File: src/volume_stepper_consts.vh
// constants for the up/down volume stepper
`ifndef VOLUME_STEPPER_CONSTS_VH
`define VOLUME_STEPPER_CONSTS_VH

// system clock
`define MCLK_HZ 200000000

// gain table indices: 0 is mute, 1 is the lowest audible step, 31 the top
`define IDX_W 5
`define IDX_MUTE 5'h00
`define IDX_BOTTOM 5'h01
`define IDX_TOP 5'h1F
`define IDX_RETAIN_DEFAULT 5'h10

// gain in dB, bridged mode
`define DB_W 8
`define DB_BOTTOM_BTL 8'hD8
`define DB_MUTE_BTL 8'hAB
`define DB_STEP 8'h02
`define DB_SE_OFFSET 8'h06

// edges of the volume clock needed for one step
`define STEP_TICKS 4
`define CYC_W 2

// hold schedule in volume clock cycles, internal mode
`define HOLD_W 6
`define HOLD_T0 6'h04
`define HOLD_T1 6'h28
`define HOLD_T2 6'h14
`define HOLD_T3 6'h0C
`define HOLD_T4 6'h08
`define HOLD_TN 6'h04
`define STAGE_W 3
`define STAGE_LAST 3'h5

// internal oscillator: recommended and fastest rates
`define OSC_NOM_HZ 100
`define OSC_MAX_HZ 500
`define OSC_NOM_CYCLES (`MCLK_HZ / `OSC_NOM_HZ)
`define OSC_MIN_CYCLES (`MCLK_HZ / `OSC_MAX_HZ)
`define OSC_CNT_W 32

`endif
File: src/pin_sync_note_unused.v
// no logic of its own; the pin synchroniser is in pin_sync.v
`timescale 1ns/1ps

File: src/pin_sync.v
// two flip-flop synchroniser for a group of pin inputs
`timescale 1ns/1ps
module pin_sync #(
    parameter WIDTH = 1,
    parameter [WIDTH-1:0] INIT = {WIDTH{1'b1}}
) (
    input wire mclk,
    input wire srst,
    input wire [WIDTH-1:0] pin,
    output reg [WIDTH-1:0] pin_sync_q
);

reg [WIDTH-1:0] meta_q;

always @(posedge mclk) begin
    if (srst) begin
        meta_q <= INIT;
        pin_sync_q <= INIT;
    end else begin
        meta_q <= pin;
        pin_sync_q <= meta_q;
    end
end

endmodule

File: src/updown_volume_stepper.v
// up/down volume stepper with internal or external volume clock
//
// Operation
// increase request held low raises gain index one 2 dB step, top +20 dB
// decrease request lowers index by one step, same timing, down to mute
// index 0 is the -85 dB mute entry and the reset default
// loss of power without retention resets the setting to mute
// single-ended mode reports every table entry 6 dB lower
// internal mode: first step after four sampled-low cycles, then a delay
// internal hold steps after 4, then 40, 20, 12, 8 further cycles
// after the fifth step keep stepping every four cycles while held
// requests sampled on volume clock rising edge, change applied after it
// external clock selection overrides the internal oscillator
// external mode: no delay, one step per four rising edges
// edge counter not cleared between requests; surplus carries forward
// controller keeps clock low when idle, four pulses per step
// controller keeps external clock at or below 10 kHz
// internal oscillator never faster than 500 Hz, 100 Hz nominal
// setting held through shutdown while retention supply is good
// retention supply loss loads the -10 dB default setting
// limits hold the index; both requests low take no step
`timescale 1ns/1ps
`include "volume_stepper_consts.vh"
module updown_volume_stepper #(
    parameter OSC_PERIOD_CYCLES = `OSC_NOM_CYCLES,
    parameter OSC_LIMIT_CYCLES = `OSC_MIN_CYCLES
) (
    input wire mclk,
    input wire srst,
    input wire increase_req_n,
    input wire decrease_req_n,
    input wire volume_clk,
    input wire ext_clock_select,
    input wire output_topology_select,
    input wire retention_supply,
    input wire shutdown_n,
    output reg [`IDX_W-1:0] gain_index_q,
    output reg [`DB_W-1:0] gain_db_q,
    output reg single_ended_output_mode_q,
    output reg muted_q,
    output reg step_up_q,
    output reg step_down_q
);

// the oscillator is never run faster than the rate limit
// both parameters are 32-bit integers, the same width as the counter
localparam [`OSC_CNT_W-1:0] OSC_PERIOD =
    (OSC_PERIOD_CYCLES < OSC_LIMIT_CYCLES) ? OSC_LIMIT_CYCLES
                                           : OSC_PERIOD_CYCLES;

// bridged-mode dB of a table index; single-ended subtracts 6 dB
function [`DB_W-1:0] gain_db;
    input [`IDX_W-1:0] idx;
    input se;
    reg [`DB_W-1:0] base;
    begin
        if (idx == `IDX_MUTE)
            base = `DB_MUTE_BTL;
        else
            base = `DB_BOTTOM_BTL + {2'b00, idx - `IDX_BOTTOM, 1'b0};
        gain_db = se ? base - `DB_SE_OFFSET : base;
    end
endfunction

// cycles to wait at each stage of a continuous hold
function [`HOLD_W-1:0] hold_limit;
    input [`STAGE_W-1:0] stage;
    begin
        case (stage)
            3'h0: hold_limit = `HOLD_T0;
            3'h1: hold_limit = `HOLD_T1;
            3'h2: hold_limit = `HOLD_T2;
            3'h3: hold_limit = `HOLD_T3;
            3'h4: hold_limit = `HOLD_T4;
            default: hold_limit = `HOLD_TN;
        endcase
    end
endfunction

wire [5:0] pins_s;
wire up_n_s;
wire down_n_s;
wire vclk_s;
wire ext_s;
wire se_s;
wire ret_s;

pin_sync #(
    .WIDTH(6),
    .INIT(6'h30)
) u_sync (
    .mclk(mclk),
    .srst(srst),
    .pin({increase_req_n, decrease_req_n, volume_clk, ext_clock_select,
          output_topology_select, retention_supply}),
    .pin_sync_q(pins_s)
);

assign up_n_s = pins_s[5];
assign down_n_s = pins_s[4];
assign vclk_s = pins_s[3];
assign ext_s = pins_s[2];
assign se_s = pins_s[1];
assign ret_s = pins_s[0];

reg vclk_prev_q;
reg ret_prev_q;
reg [`OSC_CNT_W-1:0] osc_cnt_q;
reg osc_tick_q;
reg [`CYC_W-1:0] ext_cnt_q;
reg [`HOLD_W-1:0] hold_cnt_q;
reg [`STAGE_W-1:0] stage_q;
reg ext_prev_q;
reg shutdown_meta_q;
reg shutdown_sync_n_q;

wire ext_edge;
wire tick;
wire up_req;
wire down_req;
wire req;
wire ret_lost;
wire [`HOLD_W-1:0] hold_next;
wire int_step;
wire ext_step;
wire do_step;

// edge finding reads only the second synchroniser stage
assign ext_edge = vclk_s & ~vclk_prev_q;
assign tick = ext_s ? ext_edge : osc_tick_q;
assign up_req = ~up_n_s & down_n_s;
assign down_req = ~down_n_s & up_n_s;
assign req = up_req | down_req;
assign ret_lost = ret_prev_q & ~ret_s;
assign hold_next = hold_cnt_q + 6'h01;
assign int_step = hold_next == hold_limit(stage_q);
assign ext_step = ext_cnt_q == 2'h3;
assign do_step = tick & req & (ext_s ? ext_step : int_step);

// internal oscillator as a divided enable; held still in external mode
always @(posedge mclk) begin
    if (srst) begin
        osc_cnt_q <= 32'h0000_0000;
        osc_tick_q <= 1'b0;
    end else if (ext_s) begin
        osc_cnt_q <= 32'h0000_0000;
        osc_tick_q <= 1'b0;
    end else if (osc_cnt_q >= OSC_PERIOD - 32'h0000_0001) begin
        osc_cnt_q <= 32'h0000_0000;
        osc_tick_q <= 1'b1;
    end else begin
        osc_cnt_q <= osc_cnt_q + 32'h0000_0001;
        osc_tick_q <= 1'b0;
    end
end

always @(posedge mclk) begin
    if (srst) begin
        vclk_prev_q <= 1'b0;
        ret_prev_q <= 1'b0;
        ext_prev_q <= 1'b0;
    end else begin
        vclk_prev_q <= vclk_s;
        ret_prev_q <= ret_s;
        ext_prev_q <= ext_s;
    end
end

// external edge counter: wraps every four requested edges, cleared only by srst
always @(posedge mclk) begin
    if (srst) begin
        ext_cnt_q <= 2'h0;
    end else if (ext_s & tick & req) begin
        ext_cnt_q <= ext_cnt_q + 2'h1;
    end
end

// internal hold schedule; a release restarts from the first stage
always @(posedge mclk) begin
    if (srst) begin
        hold_cnt_q <= 6'h00;
        stage_q <= 3'h0;
    end else if (ext_s | ~req | (ext_prev_q & ~ext_s)) begin
        hold_cnt_q <= 6'h00;
        stage_q <= 3'h0;
    end else if (tick) begin
        if (int_step) begin
            hold_cnt_q <= 6'h00;
            if (stage_q != `STAGE_LAST)
                stage_q <= stage_q + 3'h1;
        end else begin
            hold_cnt_q <= hold_next;
        end
    end
end

// gain index; reset means no retained state, so mute
always @(posedge mclk) begin
    if (srst) begin
        gain_index_q <= `IDX_MUTE;
        step_up_q <= 1'b0;
        step_down_q <= 1'b0;
    end else if (ret_lost) begin
        gain_index_q <= `IDX_RETAIN_DEFAULT;
        step_up_q <= 1'b0;
        step_down_q <= 1'b0;
    end else if (~shutdown_sync_n_q) begin
        step_up_q <= 1'b0;
        step_down_q <= 1'b0;
    end else begin
        step_up_q <= 1'b0;
        step_down_q <= 1'b0;
        if (do_step & up_req & (gain_index_q != `IDX_TOP)) begin
            gain_index_q <= gain_index_q + 5'h01;
            step_up_q <= 1'b1;
        end else if (do_step & down_req & (gain_index_q != `IDX_MUTE)) begin
            gain_index_q <= gain_index_q - 5'h01;
            step_down_q <= 1'b1;
        end
    end
end

// shutdown is a plain level from the same supply domain as the pins
always @(posedge mclk) begin
    if (srst) begin
        shutdown_meta_q <= 1'b1;
        shutdown_sync_n_q <= 1'b1;
    end else begin
        shutdown_meta_q <= shutdown_n;
        shutdown_sync_n_q <= shutdown_meta_q;
    end
end

// reported gain follows the index one cycle later
always @(posedge mclk) begin
    if (srst) begin
        gain_db_q <= `DB_MUTE_BTL;
        single_ended_output_mode_q <= 1'b0;
        muted_q <= 1'b1;
    end else begin
        gain_db_q <= gain_db(gain_index_q, se_s);
        single_ended_output_mode_q <= se_s;
        muted_q <= gain_index_q == `IDX_MUTE;
    end
end

endmodule

File: config.mk
export PLATFORM = sky130hd
export DESIGN_NAME = updown_volume_stepper
export DESIGN_NICKNAME = d
export VERILOG_FILES = /design/src/pin_sync_note_unused.v /design/src/pin_sync.v /design/src/updown_volume_stepper.v
export VERILOG_INCLUDE_DIRS = /design/src
export SDC_FILE = /design/constraint.sdc
export NUM_CORES = 1
export LEC_CHECK = 0
export BUFFER_PORTS_ARGS = -buffer_cell sky130_fd_sc_hd__buf_2
export CELL_PAD_IN_SITES_DETAIL_PLACEMENT = 0
export CELL_PAD_IN_SITES_GLOBAL_PLACEMENT = 1
export CORE_UTILIZATION = 50
export DETAILED_ROUTE_END_ITERATION = 8
export GPL_TIMING_DRIVEN = 0
export PLACE_DENSITY_LB_ADDON = 0.1
export SLEW_MARGIN = 5
export SYNTH_ARGS = -nofsm -noshare
export SYNTH_HDL_FRONTEND = slang
export SYNTH_SLANG_ARGS = --single-unit
File: constraint.sdc
create_clock -name mclk -period 6.9 [get_ports mclk]
set_input_delay 0 -clock mclk [delete_from_list [all_inputs] [get_ports mclk]]
set_output_delay 0 -clock mclk [all_outputs]
set_load 0.02 [all_outputs]
==> flow_summary.json, run 1 <==
{
  "status": "completed",
  "synthesis.area_um2": 3410,
  "powerDensity_nw_per_um2": 207,
  "p_int_w": 0.000607,
  "ys_ff_latch": 77,
  "max_freq_mhz": 374,
  "cp_data_arrival_time_ns": 2.92,
  "async_flop_share_pct": 0,
  "seq_area_frac_synth_pct": 45.2,
  "core_area_um2": 6460,
  "cts_max_level": 3,
  "synth-main-ff-cell": "dfxtp_1",
  "die_width_um": 84.6,
  "crit_path_start": "gain_index_q[0]",
  "syn_area_per_cell_um2": 9.44,
  "post_drt_wl_per_cell_um": 12.1,
  "rsz0062_at_grt": "false",
  "tritoncts": "yes",
  "antenna_cells": 0,
  "ys_types": 56,
  "firstDrtPassIters": 6,
  "fin_skew_ns": 0.0104,
  "cp_max_fo": 9,
  "drc": 0,
  "pwr-share-seq_pct": 56.5,
  "grt_pass1_vias": 2435,
  "clk-insertion-delay-late_ns": 0.35,
  "drive_above_1_share_pct": 16.2,
  "final_max_slew_viol_count": 0,
  "synthAdderAreaFrac_pct": 5.87,
  "critPathRequiredTime_ns": 7.15,
  "dp_hpwl_um": 4220,
  "placementRows": 29,
  "synth_compound_area_share_pct": 9.28,
  "start_util_pct": 52.8,
  "path_class": "reg2reg",
  "drt_iter0_drc": 99,
  "cts_num_sinks": 77,
  "yosys.area_share.simple_pct": 25.8,
  "viasPerCell": 5.20,
  "synth_xor_area_share_pct": 7.96,
  "synthCells": 361,
  "power.share.clock_pct": 39.0,
  "cellLeakagePower_nw": 1.49,
  "vias": 2577,
  "gp_congestion": 0.820,
  "power_frac_comb_pct": 4.5,
  "cts_setup_buffers": 0,
  "fin_crit_sh_pct": 38.8,
  "swShare_pct": 25.1,
  "grt_overflow": 0,
  "worstHoldPathType": "in2reg",
  "maxCapViolations": 0,
  "place_ws_ns": 4.24,
  "area_growth_pct": 15.0,
  "synth_top_family_by_area": "simple AND/OR/NAND/NOR gates",
  "cts-root-buf": "clkbuf_8",
  "startpoint_type": "register",
  "dieArea_um2": 7150,
  "grt_max_degree": 16,
  "port_buffers": 25,
  "cts_made_buffers": 9,
  "hold_violations": 0,
  "fin_setup_tns_ns": 0,
  "clock_tree.buffer_depth": 2,
  "finalWirelength_um": 6010,
  "setup_violations": 0,
  "clkTransAtPathRegs_ns": 0.09,
  "grt_pass1_wl_um": 10900,
  "r2r-start": "gain_index_q[0]",
  "end_kind": "register",
  "min_from": "srst",
  "synth_mux_area_share_pct": 1.50,
  "gr-usage-all-layers_pct": 19.2,
  "synth_enable_flop_cells": 0,
  "final_nets": 439,
  "fin_crit_ns": 2.68,
  "die-height_um": 84.6,
  "fin_ws_ns": 4.22,
  "synth.yosys.warnings": 0,
  "antenna_found_initial": 0,
  "p_sw_w": 0.000203,
  "drtAntennaViolNets": 0,
  "vdd_drop_max_uv": 137,
  "ios": 26
}
[Yosys cell counts (all sizes together) (2+ instances only)]
cell	n	area [um^2]
a21o	2	16.3
a21oi	14	70.1
a31oi	7	58.8
and2	3	18.8
and3	5	31.3
and4	3	28.8
buf	7	53.8
clkbuf	10	47.5
dfxtp	77	1540
ha	16	200
inv	12	45.0
mux2i	4	40.0
nand2	21	78.8
nand2b	4	25.0
nand3	17	85.1
nand4	4	25.0
nand4b	2	17.5
nor2	19	71.3
nor2b	18	113
nor3	28	140
nor4	7	43.8
nor4b	2	17.5
o21ai	6	30.0
o31ai	4	30.0
or2	8	50.1
or2b	3	26.3
or3	5	32.5
or4	5	41.3
xnor2	15	131
xor2	16	140
[cell families (layout without fill, tap and decap cells)]
logic type / count (synthesis) / in the layout
muxes: 5 / 5
AOI/OAI and AO/OA: 44 / 44
xor gates and xnor gates: 31 / 31
DFF: 77 / 77
other: 1 / 11
and+or+nand+nor: 158 / 158
buffers and inverters: 29 / 77
adders and majority gates: 16 / 16
[placed cells by master, fill, tap and decap left out, drive strengths merged, types with 4 or more instances in the layout]
cell type	n
conb	11
inv	15
nand2b	4
or3	5
ha	16
or4	5
dfxtp	77
nor2b	18
xor2	16
nand3	17
or2	8
clkbuf	19
dlygate4sd3	7
mux2i	4
o21ai	6
nor2	19
nor4	7
a31oi	7
nand2	21
nand4	4
and3	5
a21oi	14
buf	32
nor3	28
o31ai	4
xnor2	15
[metrics by stage]
stage | std cells | hold slack (ns) | instance area (um^2) | util (%) | power, W
final | 496 | 0.00805 | 3920 | 60.7 | 0.000810
after global routing | 496 | 0.0216 | 3920 | 60.7 | 0.000846
after CTS | 496 | 0.00316 | 3920 | 60.7 | 0.000822
after detailed placement | 473 | 0.189 | 3670 | 56.8 | 0.000502
after global placement | 473 | 0.187 | 3670 | 56.8 | 0.000501
after floorplan | 371 | 0.104 | 3450 | - | 0.000492
[sequential cells by signal, indices dropped and copies added, names as in the netlist, 2 cells and up]
name,flops
osc_cnt_q,32
gain_db_q,8
hold_cnt_q,6
u_sync.meta_q,6
u_sync.pin_sync_q,6
gain_index_q,5
stage_q,3
ext_cnt_q,2
[critical path, cell delays in order (launching register included)]
cell and delay, ns:
dfxtp_1 0.41, inv_1 0.09, ha_1 0.20, nor3b_1 0.39, nor2b_1 0.46, nor2_1 0.08, ha_1 0.21, nor2b_1 0.18
nand3_1 0.13, nor3_1 0.19, xor2_1 0.17, nand2_1 0.06
[area by class of cell]
cell class	instances	area (um^2)
clock buffers	9	124
flip-flops and latches	77	1540
inverters	12	45.0
well taps	77	96.3
plain buffers	17	101
multi-input cells	265	1760
repair buffers	32	195
clock inverters	7	58.8
fillers	574	2540
[layer usage]
metal | wire (um) | global-route usage (%)
met1 | 3170 | 25.2
met2 | 2560 | 30.6
met3 | 180 | 4.52
met4 | 104 | 7.86
met5 | 0 | 0
[path summary, 6_finish.rpt]
path	end	slack, ns	depth (start not counted)
hold / removal	vclk_prev_q	0.008	3
setup reg to reg	gain_db_q[7]	4.22	11
setup / recovery	gain_db_q[7]	4.22	11
hold reg to reg	shutdown_sync_n_q	0.40	1
[power by group through the flow]
stage	combinational, W	clock, W	sequential, W
6_report	0.0000364	0.000316	0.000458
5_1_grt	0.0000416	0.000346	0.000459
4_1_cts	0.0000368	0.000328	0.000458
3_5_place_dp	0.0000337	0	0.000468
3_3_place_gp	0.0000333	0	0.000468
2_1_floorplan	0.0000222	0	0.000469
[repair_timing]
| action | 4_1_cts | 5_1_grt |
|---|---|---|
| gates resized for setup | 0 | 0 |
| hold buffers | 7 | 0 |
| hold endpoints to repair | 7 | 0 |
No activity file was read; power rests on OpenSTA's default activity.
==> run 2, diff against run 1 <==
Settings changed: CORE_UTILIZATION 50 to 42.
Clock period 6.9 ns to 2.2 ns, I/O delays scaled along.
==> flow_summary.json, run 2 (synthesized netlist as in run 1, its figures left out) <==
{
  "status": "finished with violations",
  "violations": "negative setup slack",
  "clock_tree.buffer_depth": 2,
  "grt_pass1_vias": 2611,
  "fin_crit_sh_pct": 107,
  "cts_max_level": 3,
  "clk-insertion-delay-late_ns": 0.35,
  "cellLeakagePower_nw": 1.72,
  "ff2ff_path_depth": 9,
  "swShare_pct": 27.0,
  "drt_iter0_drc": 68,
  "final_nets": 463,
  "whs_ns": 0.366,
  "path_class": "reg2reg",
  "firstDrtPassIters": 5,
  "p_sw_w": 0.000720,
  "rsz0062_at_grt": "true",
  "critPathRequiredTime_ns": 2.49,
  "largest_register_ff_count": 32,
  "pwr-share-seq_pct": 53.8,
  "die_width_um": 92.1,
  "grt_max_degree": 19,
  "power.share.clock_pct": 41.1,
  "regMostFlops": "osc_cnt_q",
  "drtAntennaViolNets": 0,
  "fin_skew_ns": 0.00998,
  "setup_violations": 15,
  "tritoncts": "yes",
  "gp_congestion": 0.744,
  "worstHoldPathType": "in2reg",
  "max_freq_mhz": 423,
  "drc": 0,
  "antenna_found_initial": 0,
  "dieArea_um2": 8480,
  "multiInputGateArea_um2": 2020,
  "reg2reg_setup_slack_ns": -0.16,
  "clkTransAtPathRegs_ns": 0.10,
  "p_total_w": 0.00266,
  "min_from": "decrease_req_n",
  "port_buffers": 25,
  "min_path_cells": 3,
  "core_area_um2": 7810,
  "placementRows": 32,
  "area_growth_pct": 31.2,
  "final_max_slew_viol_count": 0,
  "place_area_um2": 3740,
  "antenna_cells": 0,
  "layout_commonest_cell": "dfxtp_1",
  "cp_max_fo": 6,
  "powerDensity_nw_per_um2": 595,
  "start_util_pct": 43.7,
  "end_kind": "register",
  "r2r-start": "stage_q[0]",
  "r2r-end": "gain_index_q[3]",
  "grt_overflow": 0,
  "max_slew_margin_pct": 60.7,
  "vdd_drop_max_uv": 493,
  "power_frac_comb_pct": 5.1,
  "cts_made_buffers": 9,
  "post_drt_wl_per_cell_um": 12.7,
  "die-height_um": 92.1,
  "startpoint_type": "register",
  "viasPerCell": 4.97,
  "cts_num_sinks": 77,
  "grt_pass1_wl_um": 11800,
  "final_cell_mix": "dfxtp_1 (72), buf_2 (25), nor3_1 (23)",
  "final.fill_count": 726,
  "p_int_w": 0.00194,
  "cts-root-buf": "clkbuf_8",
  "dp_hpwl_um": 4420,
  "tightest_slew_ns": 0.585,
  "maxCapViolations": 0,
  "drive_above_1_share_pct": 29.8,
  "ios": 26,
  "place_ws_ns": -0.228,
  "vias": 2707,
  "cp_data_arrival_time_ns": 2.66,
  "final_area_um2": 4470,
  "hold_violations": 0,
  "fin_ws_ns": -0.163,
  "finalWirelength_um": 6940,
  "reg.largest.list": "osc_cnt_q x32, gain_db_q x8",
  "min_to": "u_sync.meta_q[4]",
  "regArea_um2": 1550,
  "gr-usage-all-layers_pct": 17.5,
  "fin_crit_ns": 2.36
}
[run 2: worst max path at each step]
stage,from,endpoint,cells past startpoint,slack (ns)
detailed placement,stage_q[0],gain_index_q[3],8,-0.23
finish,stage_q[0],gain_index_q[3],9,-0.16
global placement,stage_q[0],gain_index_q[3],7,-0.18
floorplan,stage_q[0],gain_index_q[3],8,-0.04
CTS,stage_q[1],gain_index_q[3],8,-0.17
global route,stage_q[1],gain_index_q[3],8,-0.24
[run 2: per-stage QoR]
step                      instances  utilization (%)  TNS [ns]
after global placement          498             47.9     -1.18
after detailed placement        498             47.9     -1.69
after global routing            545             57.3     -2.83
after floorplan                 371                -   -0.0383
final                           545             57.3     -1.11
after CTS                       537             54.6     -1.69
[run 2: repair_timing]
| action | CTS | global route |
|---|---|---|
| hold endpoints to repair | 10 | 0 |
| buffers inserted | 15 | 8 |
| pin swaps | 20 | 10 |
| resized for setup | 31 | 30 |
| endpoints found under the setup margin | 17 | 31 |
| hold buffers | 8 | 0 |
[run 2: area by class of cell]
class / instances / share of cell area, %
multi-input combinational: 265 / 45.1
sequential: 77 / 34.7
timing repair buffer: 56 / 9.12
tap: 102 / 2.85
clock buffer: 9 / 2.77
buffer: 17 / 2.49
clock inverter: 7 / 1.87
inverter: 12 / 1.06
[run 2: metal layers]
| layer | part of all wire (%) | track usage, % |
|---|---|---|
| met2 | 47 | 28.6 |
| met3 | 2.2 | 2.74 |
| met5 | 0 | 0 |
| met4 | 1.7 | 7.42 |
| met1 | 49 | 22.8 |
[run 2: power by group through the flow]
| stage | Combinational [W] | Clock [W] | Sequential, W |
|---|---|---|---|
| floorplan | 0.0000708 | 0 | 0.00147 |
| global placement | 0.000107 | 0 | 0.00147 |
| detailed placement | 0.000109 | 0 | 0.00147 |
| CTS | 0.000127 | 0.00114 | 0.00143 |
| global route | 0.000150 | 0.00120 | 0.00144 |
| finish | 0.000135 | 0.00110 | 0.00143 |
[run 2: worst max-delay path, cell delays in order, from the launching register on]
cell and delay [ns]:
dfxtp_4 0.39, buf_6 0.10, ha_4 0.13, nor3_2 0.05, or4_4 0.49, a221oi_4 0.26
buf_4 0.16, a31oi_4 0.11, or4_1 0.49, a21oi_1 0.12
